===== config.mk =====
export PLATFORM = sky130hd
export DESIGN_NAME = smbe_dev_flat
export DESIGN_NICKNAME = d
export VERILOG_FILES = /design/src/smbe_pkg.sv /design/src/smbe_if.sv /design/src/smbe_dev.sv /design/src/flat_wrapper.sv
export VERILOG_INCLUDE_DIRS = /design/src /design/src/src
export SDC_FILE = /design/constraint.sdc
export NUM_CORES = 1
export LEC_CHECK = 0
export BUFFER_PORTS_ARGS = -buffer_cell sky130_fd_sc_hd__buf_2
export CAP_MARGIN = 15
export CORE_AREA = 2 2 92 94
export CTS_CLUSTER_DIAMETER = 200
export DETAILED_ROUTE_END_ITERATION = 16
export DIE_AREA = 0 0 94 96
export PLACE_DENSITY = 0.82
export SLEW_MARGIN = 5
export SYNTH_ARGS = -nofsm -noshare
export SYNTH_HDL_FRONTEND = slang
export SYNTH_SLANG_ARGS = --single-unit

===== constraint.sdc =====
create_clock -name clk -period 6.5 [get_ports clk]
set_input_delay 0.325 -clock clk [delete_from_list [all_inputs] [get_ports clk]]
set_output_delay 0.325 -clock clk [all_outputs]
set_load 0.05 [all_outputs]

===== src/smbe_defines.svh =====
`ifndef SMBE_DEFINES_SVH
`define SMBE_DEFINES_SVH
// Command byte fields
`define SMBE_CMD_OP 0
`define SMBE_CMD_USA 1
`define SMBE_CMD_NACK 3
`define SMBE_CMD_COND 5
// Command code for serial EEPROM access
`define SMBE_COMMAND_CODE_BYTE_EEPROM 8'h04
// Byte counts after the count field
`define SMBE_CNT_WRITE 8'h05
`define SMBE_CNT_SETUP 8'h04
`define SMBE_CNT_REPLY 8'h05
`define SMBE_REPLY_LAST 3'h5
// Frame byte positions
`define SMBE_POS_COMMAND_CODE_BYTE 4'h0
`define SMBE_POS_COUNT 4'h1
`define SMBE_POS_CMD 4'h2
`define SMBE_POS_ADDR 4'h3
`define SMBE_POS_OFFL 4'h4
`define SMBE_POS_OFFH 4'h5
`define SMBE_POS_DATA 4'h6
// Host register offsets
`define SMBE_REG_CTRL 5'h00
`define SMBE_REG_ADDR 5'h04
`define SMBE_REG_OFFSET 5'h08
`define SMBE_REG_WDATA 5'h0C
`define SMBE_REG_RDATA 5'h10
`define SMBE_REG_STATUS 5'h14
`define SMBE_REG_MASK 5'h18
// Host control and status bits
`define SMBE_CTRL_GO_WRITE 0
`define SMBE_CTRL_GO_READ 1
`define SMBE_CTRL_USA 2
`define SMBE_CTRL_PEC 3
`define SMBE_CTRL_CLR_NACK 4
`define SMBE_CTRL_CLR_COND 5
`define SMBE_CTRL_BUSY 8
`define SMBE_ST_DONE 0
`define SMBE_ST_ERR 1
`define SMBE_RESET_BYTE 8'h00
`endif


===== src/smbe_pkg.sv =====
package smbe_pkg;
    typedef enum logic [2:0] {D_IDLE, D_RX, D_DROP, D_MST, D_TX} smbe_dev_state_t;
    typedef enum logic [2:0] {H_IDLE, H_SEND, H_WAIT, H_RDREQ, H_RX} smbe_host_state_t;

    // One byte step of the SMBus packet error code, x^8+x^2+x+1
    function automatic logic [7:0] smbe_crc8(input logic [7:0] crc, input logic [7:0] b);
        logic [7:0] c;
        c = crc ^ b;
        for (int i = 0; i < 8; i++)
        begin
            c = c[7] ? ((c << 1) ^ 8'h07) : (c << 1);
        end
        return c;
    endfunction : smbe_crc8
endpackage : smbe_pkg


===== src/smbe_if.sv =====
interface smbe_if;
    logic wr_valid;
    logic [7:0] wr_byte;
    logic wr_last;
    logic pec_en;
    logic rd_req;
    logic busy;
    logic rd_valid;
    logic [7:0] rd_byte;
    logic rd_last;

    modport dev (
        input wr_valid, wr_byte, wr_last, pec_en, rd_req,
        output busy, rd_valid, rd_byte, rd_last
    );
    modport host (
        output wr_valid, wr_byte, wr_last, pec_en, rd_req,
        input busy, rd_valid, rd_byte, rd_last
    );
endinterface : smbe_if


===== src/smbe_dev.sv =====
// What this block does
// - Command bit 0: zero writes, one reads
// - Bit 1 picks given address, else default
// - Unexpected NACK sets bit 3, write-one clears
// - Misplaced START/STOP sets bit 5, write-one clears
// - Command flags mirror master status flags
// - Host writes zero to bits 7:6
// - Read is setup block write, then block read
// - Write is one block write, PEC optional
// - Bytes: code, count, command, address, offset, data
// - Count gives following bytes, status included
// - Host left-justifies 7-bit address, bit zero clear
// - Offset is high byte over low byte
`include "smbe_defines.svh"
module smbe_dev (
    // Clock and reset
    input wire logic clk,
    input wire logic rst_n,
    // Slave SMBus side
    smbe_if.dev link,
    // Master SMBus side
    output logic mst_start,
    output logic mst_read,
    output logic [6:0] mst_addr,
    output logic [15:0] mst_offset,
    output logic [7:0] mst_wdata,
    input wire logic mst_done,
    input wire logic [7:0] mst_rdata,
    input wire logic mst_nack,
    input wire logic mst_cond_err,
    // Master status register view
    input wire logic [6:0] default_eeprom_bus_address,
    input wire logic sts_clr_nack,
    input wire logic sts_clr_cond,
    output logic nack_error_flag,
    output logic bus_condition_error_flag
);
    smbe_pkg::smbe_dev_state_t state, next_state;
    logic [3:0] idx, next_idx;
    logic [7:0] command_code_byte, next_command_code_byte;
    logic [7:0] byte_count_field, next_byte_count_field;
    logic eeprom_op_select, next_eeprom_op_select;
    logic use_given_bus_address, next_use_given_bus_address;
    logic [7:0] eeprom_bus_address_byte, next_eeprom_bus_address_byte;
    logic [7:0] eeprom_offset_low, next_eeprom_offset_low;
    logic [7:0] eeprom_offset_high, next_eeprom_offset_high;
    logic [7:0] data, next_data;
    logic [7:0] crc, next_crc;
    logic pec_ok, next_pec_ok;
    logic [1:0] clr_req, next_clr_req;
    logic clr_nack, clr_cond;
    logic next_nack, next_cond;
    logic next_mst_start;
    logic next_rd_valid, next_rd_last;
    logic [7:0] next_rd_byte;
    logic [3:0] final_idx;
    logic good;
    logic [7:0] status_byte;

    assign link.busy = (state != smbe_pkg::D_IDLE);

    // Status byte returned to the host mirrors the command layout
    always_comb
    begin
        status_byte = 8'h00;
        status_byte[`SMBE_CMD_OP] = eeprom_op_select;
        status_byte[`SMBE_CMD_USA] = use_given_bus_address;
        status_byte[`SMBE_CMD_NACK] = nack_error_flag;
        status_byte[`SMBE_CMD_COND] = bus_condition_error_flag;
    end

    // Index past the last byte: code, count, counted bytes, then PEC if on
    assign final_idx = byte_count_field[3:0] + (link.pec_en ? 4'h3 : 4'h2);

    // Frame acceptance check, used in the cycle after the last byte
    always_comb
    begin
        good = (command_code_byte == `SMBE_COMMAND_CODE_BYTE_EEPROM)
            && (idx == final_idx)
            && (byte_count_field == (eeprom_op_select ? `SMBE_CNT_SETUP : `SMBE_CNT_WRITE))
            && (!link.pec_en || pec_ok);
    end

    always_comb
    begin
        next_state = state;
        next_idx = idx;
        next_command_code_byte = command_code_byte;
        next_byte_count_field = byte_count_field;
        next_eeprom_op_select = eeprom_op_select;
        next_use_given_bus_address = use_given_bus_address;
        next_eeprom_bus_address_byte = eeprom_bus_address_byte;
        next_eeprom_offset_low = eeprom_offset_low;
        next_eeprom_offset_high = eeprom_offset_high;
        next_data = data;
        next_crc = crc;
        next_pec_ok = pec_ok;
        next_clr_req = clr_req;
        next_mst_start = 1'b0;
        next_rd_valid = 1'b0;
        next_rd_last = 1'b0;
        next_rd_byte = link.rd_byte;
        clr_nack = 1'b0;
        clr_cond = 1'b0;
        case (state)
            smbe_pkg::D_IDLE:
            begin
                if (link.wr_valid)
                begin
                    next_command_code_byte = link.wr_byte;
                    next_crc = smbe_pkg::smbe_crc8(8'h00, link.wr_byte);
                    next_pec_ok = 1'b0;
                    next_idx = 4'h1;
                    // A lone byte is no command
                    next_state = link.wr_last ? smbe_pkg::D_IDLE : smbe_pkg::D_RX;
                end
                else if (link.rd_req)
                begin
                    next_rd_valid = 1'b1;
                    next_rd_byte = `SMBE_CNT_REPLY;
                    next_idx = 4'h1;
                    next_state = smbe_pkg::D_TX;
                end
            end
            smbe_pkg::D_RX:
            begin
                if (link.wr_valid)
                begin
                    case (idx)
                        `SMBE_POS_COUNT: next_byte_count_field = link.wr_byte;
                        `SMBE_POS_CMD:
                        begin
                            // Bits 7:6 are ignored here, the host keeps them zero
                            next_eeprom_op_select = link.wr_byte[`SMBE_CMD_OP];
                            next_use_given_bus_address = link.wr_byte[`SMBE_CMD_USA];
                            next_clr_req[0] = link.wr_byte[`SMBE_CMD_NACK];
                            next_clr_req[1] = link.wr_byte[`SMBE_CMD_COND];
                        end
                        `SMBE_POS_ADDR: next_eeprom_bus_address_byte = link.wr_byte;
                        `SMBE_POS_OFFL: next_eeprom_offset_low = link.wr_byte;
                        `SMBE_POS_OFFH: next_eeprom_offset_high = link.wr_byte;
                        default: ;
                    endcase
                    // Clear requests kept apart, the data byte may carry any bits
                    if (idx == `SMBE_POS_DATA && !eeprom_op_select)
                    begin
                        next_data = link.wr_byte;
                    end
                    next_crc = smbe_pkg::smbe_crc8(crc, link.wr_byte);
                    next_pec_ok = (crc == link.wr_byte);
                    if (idx != 4'hF)
                    begin
                        next_idx = idx + 4'h1;
                    end
                    if (link.wr_last)
                    begin
                        next_state = smbe_pkg::D_DROP;
                    end
                end
            end
            smbe_pkg::D_DROP:
            begin
                // Judge the finished frame; only a whole command starts the master
                if (good)
                begin
                    clr_nack = clr_req[0];
                    clr_cond = clr_req[1];
                    next_mst_start = 1'b1;
                    next_state = smbe_pkg::D_MST;
                end
                else
                begin
                    next_state = smbe_pkg::D_IDLE;
                end
            end
            smbe_pkg::D_MST:
            begin
                if (mst_done)
                begin
                    if (eeprom_op_select)
                    begin
                        next_data = mst_rdata;
                    end
                    next_state = smbe_pkg::D_IDLE;
                end
            end
            smbe_pkg::D_TX:
            begin
                next_rd_valid = 1'b1;
                case (idx[2:0])
                    3'h1: next_rd_byte = status_byte;
                    3'h2: next_rd_byte = eeprom_bus_address_byte;
                    3'h3: next_rd_byte = eeprom_offset_low;
                    3'h4: next_rd_byte = eeprom_offset_high;
                    default: next_rd_byte = data;
                endcase
                next_rd_last = (idx[2:0] == `SMBE_REPLY_LAST);
                next_idx = idx + 4'h1;
                if (idx[2:0] == `SMBE_REPLY_LAST)
                begin
                    next_state = smbe_pkg::D_IDLE;
                end
            end
            default: next_state = smbe_pkg::D_IDLE;
        endcase
    end

    // Sticky flags shared with the master status register; a set wins
    always_comb
    begin
        next_nack = mst_nack || (nack_error_flag && !clr_nack && !sts_clr_nack);
        next_cond = mst_cond_err || (bus_condition_error_flag && !clr_cond && !sts_clr_cond);
    end

    always_ff @(posedge clk)
    begin
        if (!rst_n)
        begin
            state <= smbe_pkg::D_IDLE;
            idx <= 4'h0;
            command_code_byte <= `SMBE_RESET_BYTE;
            byte_count_field <= `SMBE_RESET_BYTE;
            eeprom_op_select <= 1'b0;
            use_given_bus_address <= 1'b0;
            eeprom_bus_address_byte <= `SMBE_RESET_BYTE;
            eeprom_offset_low <= `SMBE_RESET_BYTE;
            eeprom_offset_high <= `SMBE_RESET_BYTE;
            data <= `SMBE_RESET_BYTE;
            crc <= 8'h00;
            pec_ok <= 1'b0;
            clr_req <= 2'h0;
            mst_start <= 1'b0;
            nack_error_flag <= 1'b0;
            bus_condition_error_flag <= 1'b0;
            link.rd_valid <= 1'b0;
            link.rd_last <= 1'b0;
            link.rd_byte <= 8'h00;
        end
        else
        begin
            state <= next_state;
            idx <= next_idx;
            command_code_byte <= next_command_code_byte;
            byte_count_field <= next_byte_count_field;
            eeprom_op_select <= next_eeprom_op_select;
            use_given_bus_address <= next_use_given_bus_address;
            eeprom_bus_address_byte <= next_eeprom_bus_address_byte;
            eeprom_offset_low <= next_eeprom_offset_low;
            eeprom_offset_high <= next_eeprom_offset_high;
            data <= next_data;
            crc <= next_crc;
            pec_ok <= next_pec_ok;
            clr_req <= next_clr_req;
            mst_start <= next_mst_start;
            nack_error_flag <= next_nack;
            bus_condition_error_flag <= next_cond;
            link.rd_valid <= next_rd_valid;
            link.rd_last <= next_rd_last;
            link.rd_byte <= next_rd_byte;
        end
    end

    // Held stable from the start pulse to done
    assign mst_read = eeprom_op_select;
    assign mst_addr = use_given_bus_address ? eeprom_bus_address_byte[7:1]
                                            : default_eeprom_bus_address;
    assign mst_offset = {eeprom_offset_high, eeprom_offset_low};
    assign mst_wdata = data;
endmodule : smbe_dev


===== src/flat_wrapper.sv =====
// flat-port wrapper written by rule: the top's interface ports become plain ports
module smbe_dev_flat 
  (clk, rst_n, mst_start, mst_read, mst_addr, mst_offset, mst_wdata, mst_done, mst_rdata, mst_nack, mst_cond_err, default_eeprom_bus_address, sts_clr_nack, sts_clr_cond, nack_error_flag, bus_condition_error_flag, link_wr_valid, link_wr_byte, link_wr_last, link_pec_en, link_rd_req, link_busy, link_rd_valid, link_rd_byte, link_rd_last);
  smbe_if link_i ();
  input wire logic clk;
  input wire logic rst_n;
  output logic mst_start;
  output logic mst_read;
  output logic [6:0] mst_addr;
  output logic [15:0] mst_offset;
  output logic [7:0] mst_wdata;
  input wire logic mst_done;
  input wire logic [7:0] mst_rdata;
  input wire logic mst_nack;
  input wire logic mst_cond_err;
  input wire logic [6:0] default_eeprom_bus_address;
  input wire logic sts_clr_nack;
  input wire logic sts_clr_cond;
  output logic nack_error_flag;
  output logic bus_condition_error_flag;
  input wire logic [$bits(link_i.wr_valid)-1:0] link_wr_valid;
  input wire logic [$bits(link_i.wr_byte)-1:0] link_wr_byte;
  input wire logic [$bits(link_i.wr_last)-1:0] link_wr_last;
  input wire logic [$bits(link_i.pec_en)-1:0] link_pec_en;
  input wire logic [$bits(link_i.rd_req)-1:0] link_rd_req;
  output wire logic [$bits(link_i.busy)-1:0] link_busy;
  output wire logic [$bits(link_i.rd_valid)-1:0] link_rd_valid;
  output wire logic [$bits(link_i.rd_byte)-1:0] link_rd_byte;
  output wire logic [$bits(link_i.rd_last)-1:0] link_rd_last;
  assign link_i.wr_valid = link_wr_valid;
  assign link_i.wr_byte = link_wr_byte;
  assign link_i.wr_last = link_wr_last;
  assign link_i.pec_en = link_pec_en;
  assign link_i.rd_req = link_rd_req;
  assign link_busy = link_i.busy;
  assign link_rd_valid = link_i.rd_valid;
  assign link_rd_byte = link_i.rd_byte;
  assign link_rd_last = link_i.rd_last;
  smbe_dev u_core (.clk(clk), .rst_n(rst_n), .link(link_i), .mst_start(mst_start), .mst_read(mst_read), .mst_addr(mst_addr), .mst_offset(mst_offset), .mst_wdata(mst_wdata), .mst_done(mst_done), .mst_rdata(mst_rdata), .mst_nack(mst_nack), .mst_cond_err(mst_cond_err), .default_eeprom_bus_address(default_eeprom_bus_address), .sts_clr_nack(sts_clr_nack), .sts_clr_cond(sts_clr_cond), .nack_error_flag(nack_error_flag), .bus_condition_error_flag(bus_condition_error_flag));
endmodule

==> results.yml, run 1 <==
floorplanning:
  die_h_um: 96
  start_util_pct: 54.58
  fp-row-count: 33
  num_io_pins: 80
  fp.dieW_um: 94
  dieArea_um2: 9024
  design.core.area_um2: 8051
grt:
  antenna_found_initial: 0
  grt_max_degree: 45
  overflow: 0
  grt_usage_pct: 26.99
  grt_pass1_vias: 3801
  grt_pass1_wl_mm: 18.98
place:
  place_inst: 674
  hpwlAfterDp_mm: 8.251
  port_buffers: 79
  place_congestion: 0.9334
worst_setup_path:
  critical_path_required_ns: 6.79
  cpMaxStageDelayCell: "dfxtp_1"
  startpoint_type: "flip-flop"
  critPathCaptureType: "flip-flop"
  critical_path_class: "reg -> reg"
  critical_path.max_fanout: 23
  cp_common_cell: "a21oi_1"
  crit_chain: "inv_1 -> ha_1 -> a21oi_1 -> nor3_1 -> a211o_1 -> a21oi_1"
  critPathArrivalTime_ns: 3.07
  cpPeakStageDelay_ns: 0.86
synth:
  syn_inst: 528
  yosys_warnings: 0
  synth_edf_count: 0
  syn_area_um2: 4394
  synth_top_cell_area_share_pct: 36.90
  synth_area_leader_cell: "dfxtp_1"
  ys.flop_type: "dfxtp_1"
  yosysUniqueCellTypes: 54
  yosys-top-cells-area: "dfxtp_1 (37%), nand2_1 (5.8%), a21oi_1 (5.7%), mux2i_1 (5.2%), nor2_1 (4.6%)"
  synth-seq-cells: 81
  async_flop_share_pct: 0
  synth_most_common_cell: "dfxtp_1"
  synth_common_cells: "dfxtp_1 (81), nand2_1 (68), nor2_1 (54)"
  yosysSeqAreaShare_pct: 36.90
  synthesis.nets: 572
  avgSynthCellArea_um2: 8.322
power_and_ir_drop:
  leakage_nw: 2.057
  internal-power_mw: 0.8597
  power_frac_comb_pct: 18.9
  switchingPower_mw: 0.3593
  seqPwrFrac_pct: 44.1
  swShare_pct: 29.47
  ir_drop_uv: 128.7
  power_frac_clock_pct: 37.1
  power_density_nw_per_um2: 244.0
  total_power_mw: 1.219
sta:
  fin_crit_ns: 2.782
  rsz0062_at_grt: "false"
  timing.final.max_slew_violations: 0
  worst_slew_pin_slew_ns: 0.8903
  setup_tns_ns: 0
  setup_viol: 0
  max_freq_mhz: 359.4
  fin_hold_ws_ns: 0.2380
  hold_violations: 0
  fin_crit_sh_pct: 42.81
  slew_headroom_pct: 40.20
  finClkSkew_ns: 0.01399
detailed_routing:
  first_pass_iters: 5
  drt_wl_total_mm: 12.01
  wire_per_inst_um: 17.41
  route.detailed.drc: 0
  vias: 4104
  drt_iter0_markers: 267
  via_per_inst: 5.948
  ant_nets: 0
clock_network:
  clkSlewWorstSetupHoldPaths_ns: 0.09
  cts_buffer_depth: 2
  cts_resized: 0
  cts_sinks: 81
  post_cts_buffers: 0
  cts_hold_buf: 0
  htree_levels: 3
  ctsRootBufferMaster: "clkbuf_8"
  tritoncts: "built"
  numCtsBuffers: 9
  worstSkewPairLatency_ns: 0.36
hold_path:
  hp-class: "in -> reg"
layout:
  multi_input_area_um2: 2526
  drive_above_1_share_pct: 19.66
  area_growth_pct: 13.70
  n_fill_cell: 733
  seq_area_um2: 1622
  n_antenna_cell: 0
  num-nets-final: 624
  layoutNonFillerInstCount: 690
job:
  cap_violations: 0
outcome:
  outcome: "finished clean"
==> cell families after synthesis <==
kind of cell | Yosys count | share of synthesized area [%]
AO/OA/AOI/OAI | 116 | 17.08
buffers and inverters | 57 | 5.609
multiplexers | 32 | 7.546
XOR/XNOR | 35 | 8.314
adder cells (fa/ha/maj) | 10 | 2.847
AND/OR/NAND/NOR | 197 | 21.70
flip-flops | 81 | 36.90
==> through the flow <==
step / worst slack, ns / util (%) / instance area, um2
after floorplan: 4.304 / - / 4394
after global placement: 4.050 / 59.04 / 4753
after detailed placement: 3.901 / 59.04 / 4753
after CTS: 3.827 / 62.05 / 4996
after global routing: 3.543 / 62.05 / 4996
final: 3.718 / 62.05 / 4996
==> final timing paths <==
path | slack (ns) | to | startpoint | depth (start not counted)
hold reg to reg | 0.46 | u_core.link.rd_byte[6] | u_core.link.rd_byte[6] | 2
setup reg to reg | 3.72 | u_core.link.rd_byte[3] | u_core.idx[2] | 6
hold / removal | 0.24 | u_core.nack_error_flag | mst_nack | 3
setup / recovery | 3.72 | u_core.link.rd_byte[3] | u_core.idx[2] | 6
==> layout by cell type (no fill, tap or decap), drive strengths merged, types with 4 or more instances in the layout <==
master	instances
a211oi	4
a21oi	51
a22oi	4
a311oi	10
a31oi	7
a32oi	4
buf	81
clkbuf	10
dfxtp	81
ha	10
inv	18
mux2	9
mux2i	23
nand2	68
nand2b	6
nand3	30
nand4	4
nor2	56
nor3	7
nor4	6
o21ai	19
or3	6
xnor2	20
xor2	11
==> flip-flops by register name, indices dropped and copies added (netlist names), 4 cells and up <==
name and flops:
u_core.link.rd_byte 8, u_core.eeprom_offset_high 8, u_core.idx 4, u_core.byte_count_field 8, u_core.crc 8, u_core.eeprom_bus_address_byte 8, u_core.command_code_byte 8, u_core.mst_wdata 8
u_core.eeprom_offset_low 8
==> layer usage <==
metal | wire [um] | vias up | track usage [%]
met2 | 5841 | 174 | 46.01
met5 | 0 | - | 0
li1 | - | 1954 | -
met4 | 355 | 0 | 10.87
met3 | 716 | 35 | 4.307
met1 | 5100 | 1941 | 34.28
==> power by group through the flow <==
stage,sequential [mW],clock [mW],combinational [mW]
CTS,0.537,0.454,0.228
global placement,0.547,0,0.218
floorplan,0.549,0,0.174
finish,0.537,0.452,0.230
detailed placement,0.548,0,0.226
global route,0.540,0.475,0.249
==> worst max-delay path, delay by kind of cell, from the launching register on <==
kind                     cells  cell delay, ns
AO/OA/AOI/OAI                3            1.07
adder cells (fa/ha/maj)      1            0.37
buffers and inverters        1            0.21
flip-flops                   1            0.86
AND/OR/NAND/NOR              1            0.19
==> layout make-up <==
| class | instances | share of cell area [%] |
|---|---|---|
| Multi-Input combinational cell | 390 | 50.56 |
| Sequential cell | 81 | 32.46 |
| Timing Repair Buffer | 81 | 8.214 |
| Tap cell | 105 | 2.630 |
| Clock buffer | 10 | 2.554 |
| Clock inverter | 6 | 2.304 |
| Inverter | 17 | 1.277 |
Power figures use the tool's default switching activity.
==> inputs of run 2 (changes only) <==
clock period = 2.8 ns   (was 6.5 ns; I/O delays follow)
==> results.yml, run 2 (same netlist as run 1, synthesis figures left out) <==
layout:
  num-nets-final: 629
  drive_above_1_share_pct: 20.51
  final_common_cell: "dfxtp_1"
  layoutNonFillerInstCount: 695
  stdcell_area_um2: 4969
  area_growth_pct: 13.07
  layout_common_cells: "dfxtp_1 (81), buf_2 (79), nand2_1 (68)"
  n_antenna_cell: 0
sta:
  rsz0062_at_grt: "false"
  worst_slack_ns: 0.4208
  finClkSkew_ns: 0.009811
  fin_crit_ns: 2.379
  timing.final.max_slew_violations: 0
  max_freq_mhz: 420.3
  setup_viol: 0
  fin_hold_ws_ns: 0.03367
  hold_violations: 0
  slew_headroom_pct: 47.25
  worst_slew_pin_slew_ns: 0.7913
  fin_crit_sh_pct: 84.97
  setup_tns_ns: 0
hold_path:
  hp-class: "in -> reg"
grt:
  use_met3_pct: 4.777
  grt_use_met1_pct: 32.47
  grt_usage_pct: 27.31
  grt_pass1_wl_mm: 18.88
  use_met2_pct: 47.08
  overflow: 0
  antenna_found_initial: 0
  grt_max_degree: 77
  grt_pass1_vias: 3816
  grt.busiest_layer: "met2"
floorplanning:
  design.core.area_um2: 8051
  num_io_pins: 80
  fp-row-count: 33
  die_h_um: 96
  start_util_pct: 54.58
  fp.dieW_um: 94
  dieArea_um2: 9024
place:
  place_inst: 679
  port_buffers: 79
  place_congestion: 0.9812
  dp_slack_ns: 0.5288
  hpwlAfterDp_mm: 8.359
  place_area_um2: 4791
detailed_routing:
  ant_nets: 0
  vias: 4166
  wire_per_inst_um: 17.21
  drt_iter0_markers: 334
  drt_wl_total_mm: 11.96
  route.detailed.drc: 0
  first_pass_iters: 6
  via_per_inst: 5.994
power_and_ir_drop:
  power_density_nw_per_um2: 518.0
  power_frac_clock_pct: 30.6
  internal-power_mw: 1.731
  switchingPower_mw: 0.8432
  power_frac_comb_pct: 20.9
  swShare_pct: 32.76
  leakage_nw: 2.048
  ir_drop_uv: 282.6
  seqPwrFrac_pct: 48.4
clock_network:
  htree_levels: 3
  tritoncts: "built"
  post_cts_buffers: 0
  ctsRootBufferMaster: "clkbuf_8"
  cts_sinks: 81
  numCtsBuffers: 9
  cts_buffer_depth: 2
  clkSlewWorstSetupHoldPaths_ns: 0.09
  cts_resized: 0
  worstSkewPairLatency_ns: 0.36
  cts_hold_buf: 0
worst_setup_path:
  critPathArrivalTime_ns: 2.66
  startpoint_type: "flip-flop"
  critical_path.max_fanout: 16
  critPathCaptureType: "flip-flop"
  critical_path_required_ns: 3.08
  critical_path_class: "reg -> reg"
outcome:
  outcome: "finished clean"
job:
  cap_violations: 0
[run 2: cell types whose count changed in the layout (fill, tap and decap cells not counted), sizes merged]
cell      previous run  this run
clkinvlp             1         3
inv                 18        19
clkinv               1         2
clkbuf              10         9
bufinv               3         0
buf                 81        86
[run 2: power groups by stage]
stage | registers, mW | logic (mW) | clock network (mW)
6_report | 1.25 | 0.539 | 0.788
5_1_grt | 1.25 | 0.594 | 0.854
4_1_cts | 1.24 | 0.536 | 0.799
3_5_place_dp | 1.27 | 0.534 | 0
3_3_place_gp | 1.27 | 0.513 | 0
2_1_floorplan | 1.27 | 0.403 | 0
[run 2: cell type report]
cell class / instances / area (um2)
fillers: 712 / 3083
inverters: 17 / 63.81
clock inverters: 7 / 53.80
multi-input cells: 390 / 2526
well taps: 105 / 131.4
flip-flops and latches: 81 / 1622
repair buffers: 86 / 447.9
clock buffers: 9 / 123.9
[run 2: worst max-delay path: stages (launching register included)]
cell and delay, ns:
dfxtp_1 0.44, inv_1 0.12, ha_1 0.41, or3_1 0.42, a21oi_1 0.16, buf_4 0.19, nor3_1 0.07, a211o_1 0.28
a21oi_1 0.19
[run 2: path summary, 6_finish.rpt]
path                startpoint                     end  slack, ns  cells after the start
max              u_core.idx[1]  u_core.link.rd_byte[3]       0.42                      8
min reg2reg  u_core.clr_req[0]  u_core.nack_error_flag       0.45                      1
min                   mst_nack  u_core.nack_error_flag       0.03                      3
max reg2reg      u_core.idx[1]  u_core.link.rd_byte[3]       0.42                      8
[run 2: metal layers]
layer | vias to the layer above | wire length [um] | share of wire [%]
li1 | 1956 | - | -
met1 | 1933 | 4695 | 39
met2 | 221 | 5851 | 49
met3 | 56 | 914 | 7.6
met4 | 0 | 503 | 4.2
met5 | - | 0 | 0
[run 2: stage by stage]
step	total power [mW]	utilization [%]
2_1_floorplan	1.678	-
3_3_place_gp	1.783	59.50
3_5_place_dp	1.806	59.50
4_1_cts	2.580	61.71
5_1_grt	2.700	61.71
6_report	2.574	61.71
==> inputs of run 3 (changes only) <==
ABC_AREA = 1   (was default)
CORE_AREA = 2 2 90 92   (was 2 2 92 94)
DIE_AREA = 0 0 92 94   (was 0 0 94 96)
clock period = 2.4 ns   (was 2.8 ns; I/O delays follow)
==> results.yml, run 3 <==
outcome:
  outcome: "finished clean"
worst_setup_path:
  cpMaxStageDelayCell: "dfxtp_1"
  critPathArrivalTime_ns: 2.21
  cpPeakStageDelay_ns: 0.45
  critPathCaptureType: "flip-flop"
  critical_path_required_ns: 2.65
  r2r.worst_path.cells: 7
  critical_path_class: "reg -> reg"
  ff2ff_setup_slack_ns: 0.44
  crit_chain: "ha_1 -> ha_1 -> nor2_1 -> nand3_1 -> o21ai_0 -> a211oi_1 -> nor2_1"
  path_buf_inv: 0
  startpoint_type: "flip-flop"
  cp-endpoint: "u_core.link.rd_byte[2]"
  r2r-start: "u_core.idx[0]"
  crit_family: "adder cells"
  r2r-end: "u_core.link.rd_byte[2]"
  crit_start: "u_core.idx[0]"
  crit_cells: 7
  critical_path.max_fanout: 11
layout:
  finish.utilization_pct: 64.57
  drive_above_1_share_pct: 16.85
  num-nets-final: 751
  final_common_cell: "nand2_1"
  layout_common_cells: "nand2_1 (163), o21ai_0 (88), dfxtp_1 (81)"
  area_growth_pct: 16.39
  n_antenna_cell: 0
  n_fill_cell: 715
floorplanning:
  dieArea_um2: 8648
  die_h_um: 94
  fp-row-count: 32
  start_util_pct: 55.48
  design.core.area_um2: 7607
  fp.dieW_um: 92
  num_io_pins: 80
power_and_ir_drop:
  power_density_nw_per_um2: 636.8
  ir_drop_uv: 343.0
  leakage_nw: 2.327
synth:
  synth-seq-cells: 81
  synth_common_cells: "nand2_1 (163), o21ai_0 (88), dfxtp_1 (81)"
  yosys-top-cells-area: "dfxtp_1 (38%), nand2_1 (14%), o21ai_0 (10%), a21oi_1 (7.8%), inv_1 (5.6%)"
  syn_inst: 632
  syn_area_um2: 4220
  ys.flop_type: "dfxtp_1"
  yosys_warnings: 0
  synthesis.nets: 676
  yosysSeqAreaShare_pct: 38.42
  synth_most_common_cell: "nand2_1"
  synth_top_cell_area_share_pct: 38.42
  synth_edf_count: 0
  yosysUniqueCellTypes: 29
  async_flop_share_pct: 0
  avgSynthCellArea_um2: 6.678
  synth_area_leader_cell: "dfxtp_1"
grt:
  antenna_found_initial: 0
  grt_usage_pct: 28.66
  grt_pass1_wl_mm: 19.43
  grt_pass1_vias: 4035
  grt_max_degree: 63
  overflow: 0
sta:
  finClkSkew_ns: 0.01867
  setup_viol: 0
  timing.final.max_slew_violations: 0
  worst_slew_pin_slew_ns: 0.6760
  hold_violations: 0
  setup_tns_ns: 0
  fin_hold_ws_ns: 0.09024
  rsz0062_at_grt: "false"
  worst_slack_ns: 0.4361
  fin_crit_sh_pct: 81.83
  slew_headroom_pct: 54.66
  max_freq_mhz: 509.2
  fin_crit_ns: 1.964
place:
  hpwlAfterDp_mm: 8.773
  place_congestion: 0.9432
  port_buffers: 79
  dp_slack_ns: 0.4884
clock_network:
  htree_levels: 3
  post_cts_buffers: 0
  tritoncts: "built"
  cts_sinks: 81
  numCtsBuffers: 9
  clkSlewWorstSetupHoldPaths_ns: 0.08
  ctsRootBufferMaster: "clkbuf_8"
  cts_buffer_depth: 2
  worstSkewPairLatency_ns: 0.37
detailed_routing:
  wire_per_inst_um: 14.95
  vias: 4447
  via_per_inst: 5.463
  drt_wl_total_mm: 12.17
  first_pass_iters: 5
  drt_iter0_markers: 310
  route.detailed.drc: 0
  ant_nets: 0
hold_path:
  hp-class: "in -> reg"
job:
  cap_violations: 0
## run 3: through the flow
stage          area (um2)  power (mW)  instances
2_1_floorplan        4220       1.901        632
3_3_place_gp         4678       2.047        796
3_5_place_dp         4678       2.067        796
4_1_cts              4912       3.118        814
5_1_grt              4912       3.264        814
6_report             4912       3.128        814
## run 3: logic make-up (layout without fill, tap and decap cells)
logic type	Yosys count	after routing	synth area share, %
AOI/OAI and AO/OA	160	160	19.33
and+or+nand+nor	269	269	26.18
xor gates and xnor gates	12	12	2.490
DFF	81	81	38.42
adders and majority gates	10	10	2.965
buffers and inverters	94	174	9.013
muxes	6	6	1.601
## run 3: power breakdown
part / internal [mW] / switching (mW)
clock network: 0.543 / 0.537
registers: 1.40 / 0.0402
logic: 0.192 / 0.419
total: 2.13 / 0.996
## run 3: area by class of cell
class | instances | area, um2 | area share (%)
timing repair buffer | 88 | 467.9 | 9.526
clock inverter | 5 | 62.56 | 1.274
tap | 102 | 127.6 | 2.598
sequential | 81 | 1622 | 33.01
inverter | 70 | 262.8 | 5.349
clock buffer | 11 | 151.4 | 3.082
multi-input combinational | 457 | 2218 | 45.16
## run 3: worst min-delay path by stage
stage,startpoint,end,slack [ns],cells after the start
2_1_floorplan,mst_cond_err,u_core.bus_condition_error_flag,0.24,2
3_3_place_gp,mst_cond_err,u_core.bus_condition_error_flag,0.33,3
3_5_place_dp,mst_cond_err,u_core.bus_condition_error_flag,0.33,3
4_1_cts,mst_done,u_core.state[1],0.08,3
5_1_grt,mst_done,u_core.state[1],0.11,3
6_report,mst_done,u_core.state[1],0.09,3
## run 3: what timing repair did
item,4_1_cts,5_1_grt
endpoints found under the hold margin,2,0
resized for setup,0,0
hold buffers,2,0
## run 3: routing by layer
layer | part of all wire (%) | global-route usage, % | routed length, um
met3 | 7.6 | 4.173 | 925
met5 | 0 | 0 | 0
met2 | 47 | 48.84 | 5764
met1 | 43 | 36.66 | 5225
met4 | 2.1 | 11.32 | 252
## run 3: worst reg2reg max path, stage by stage (launching register included)
cell,delay [ns]
dfxtp_1,0.45
ha_1,0.24
ha_1,0.36
nor2_1,0.09
nand3_1,0.31
o21ai_0,0.15
a211oi_1,0.20
nor2_1,0.06
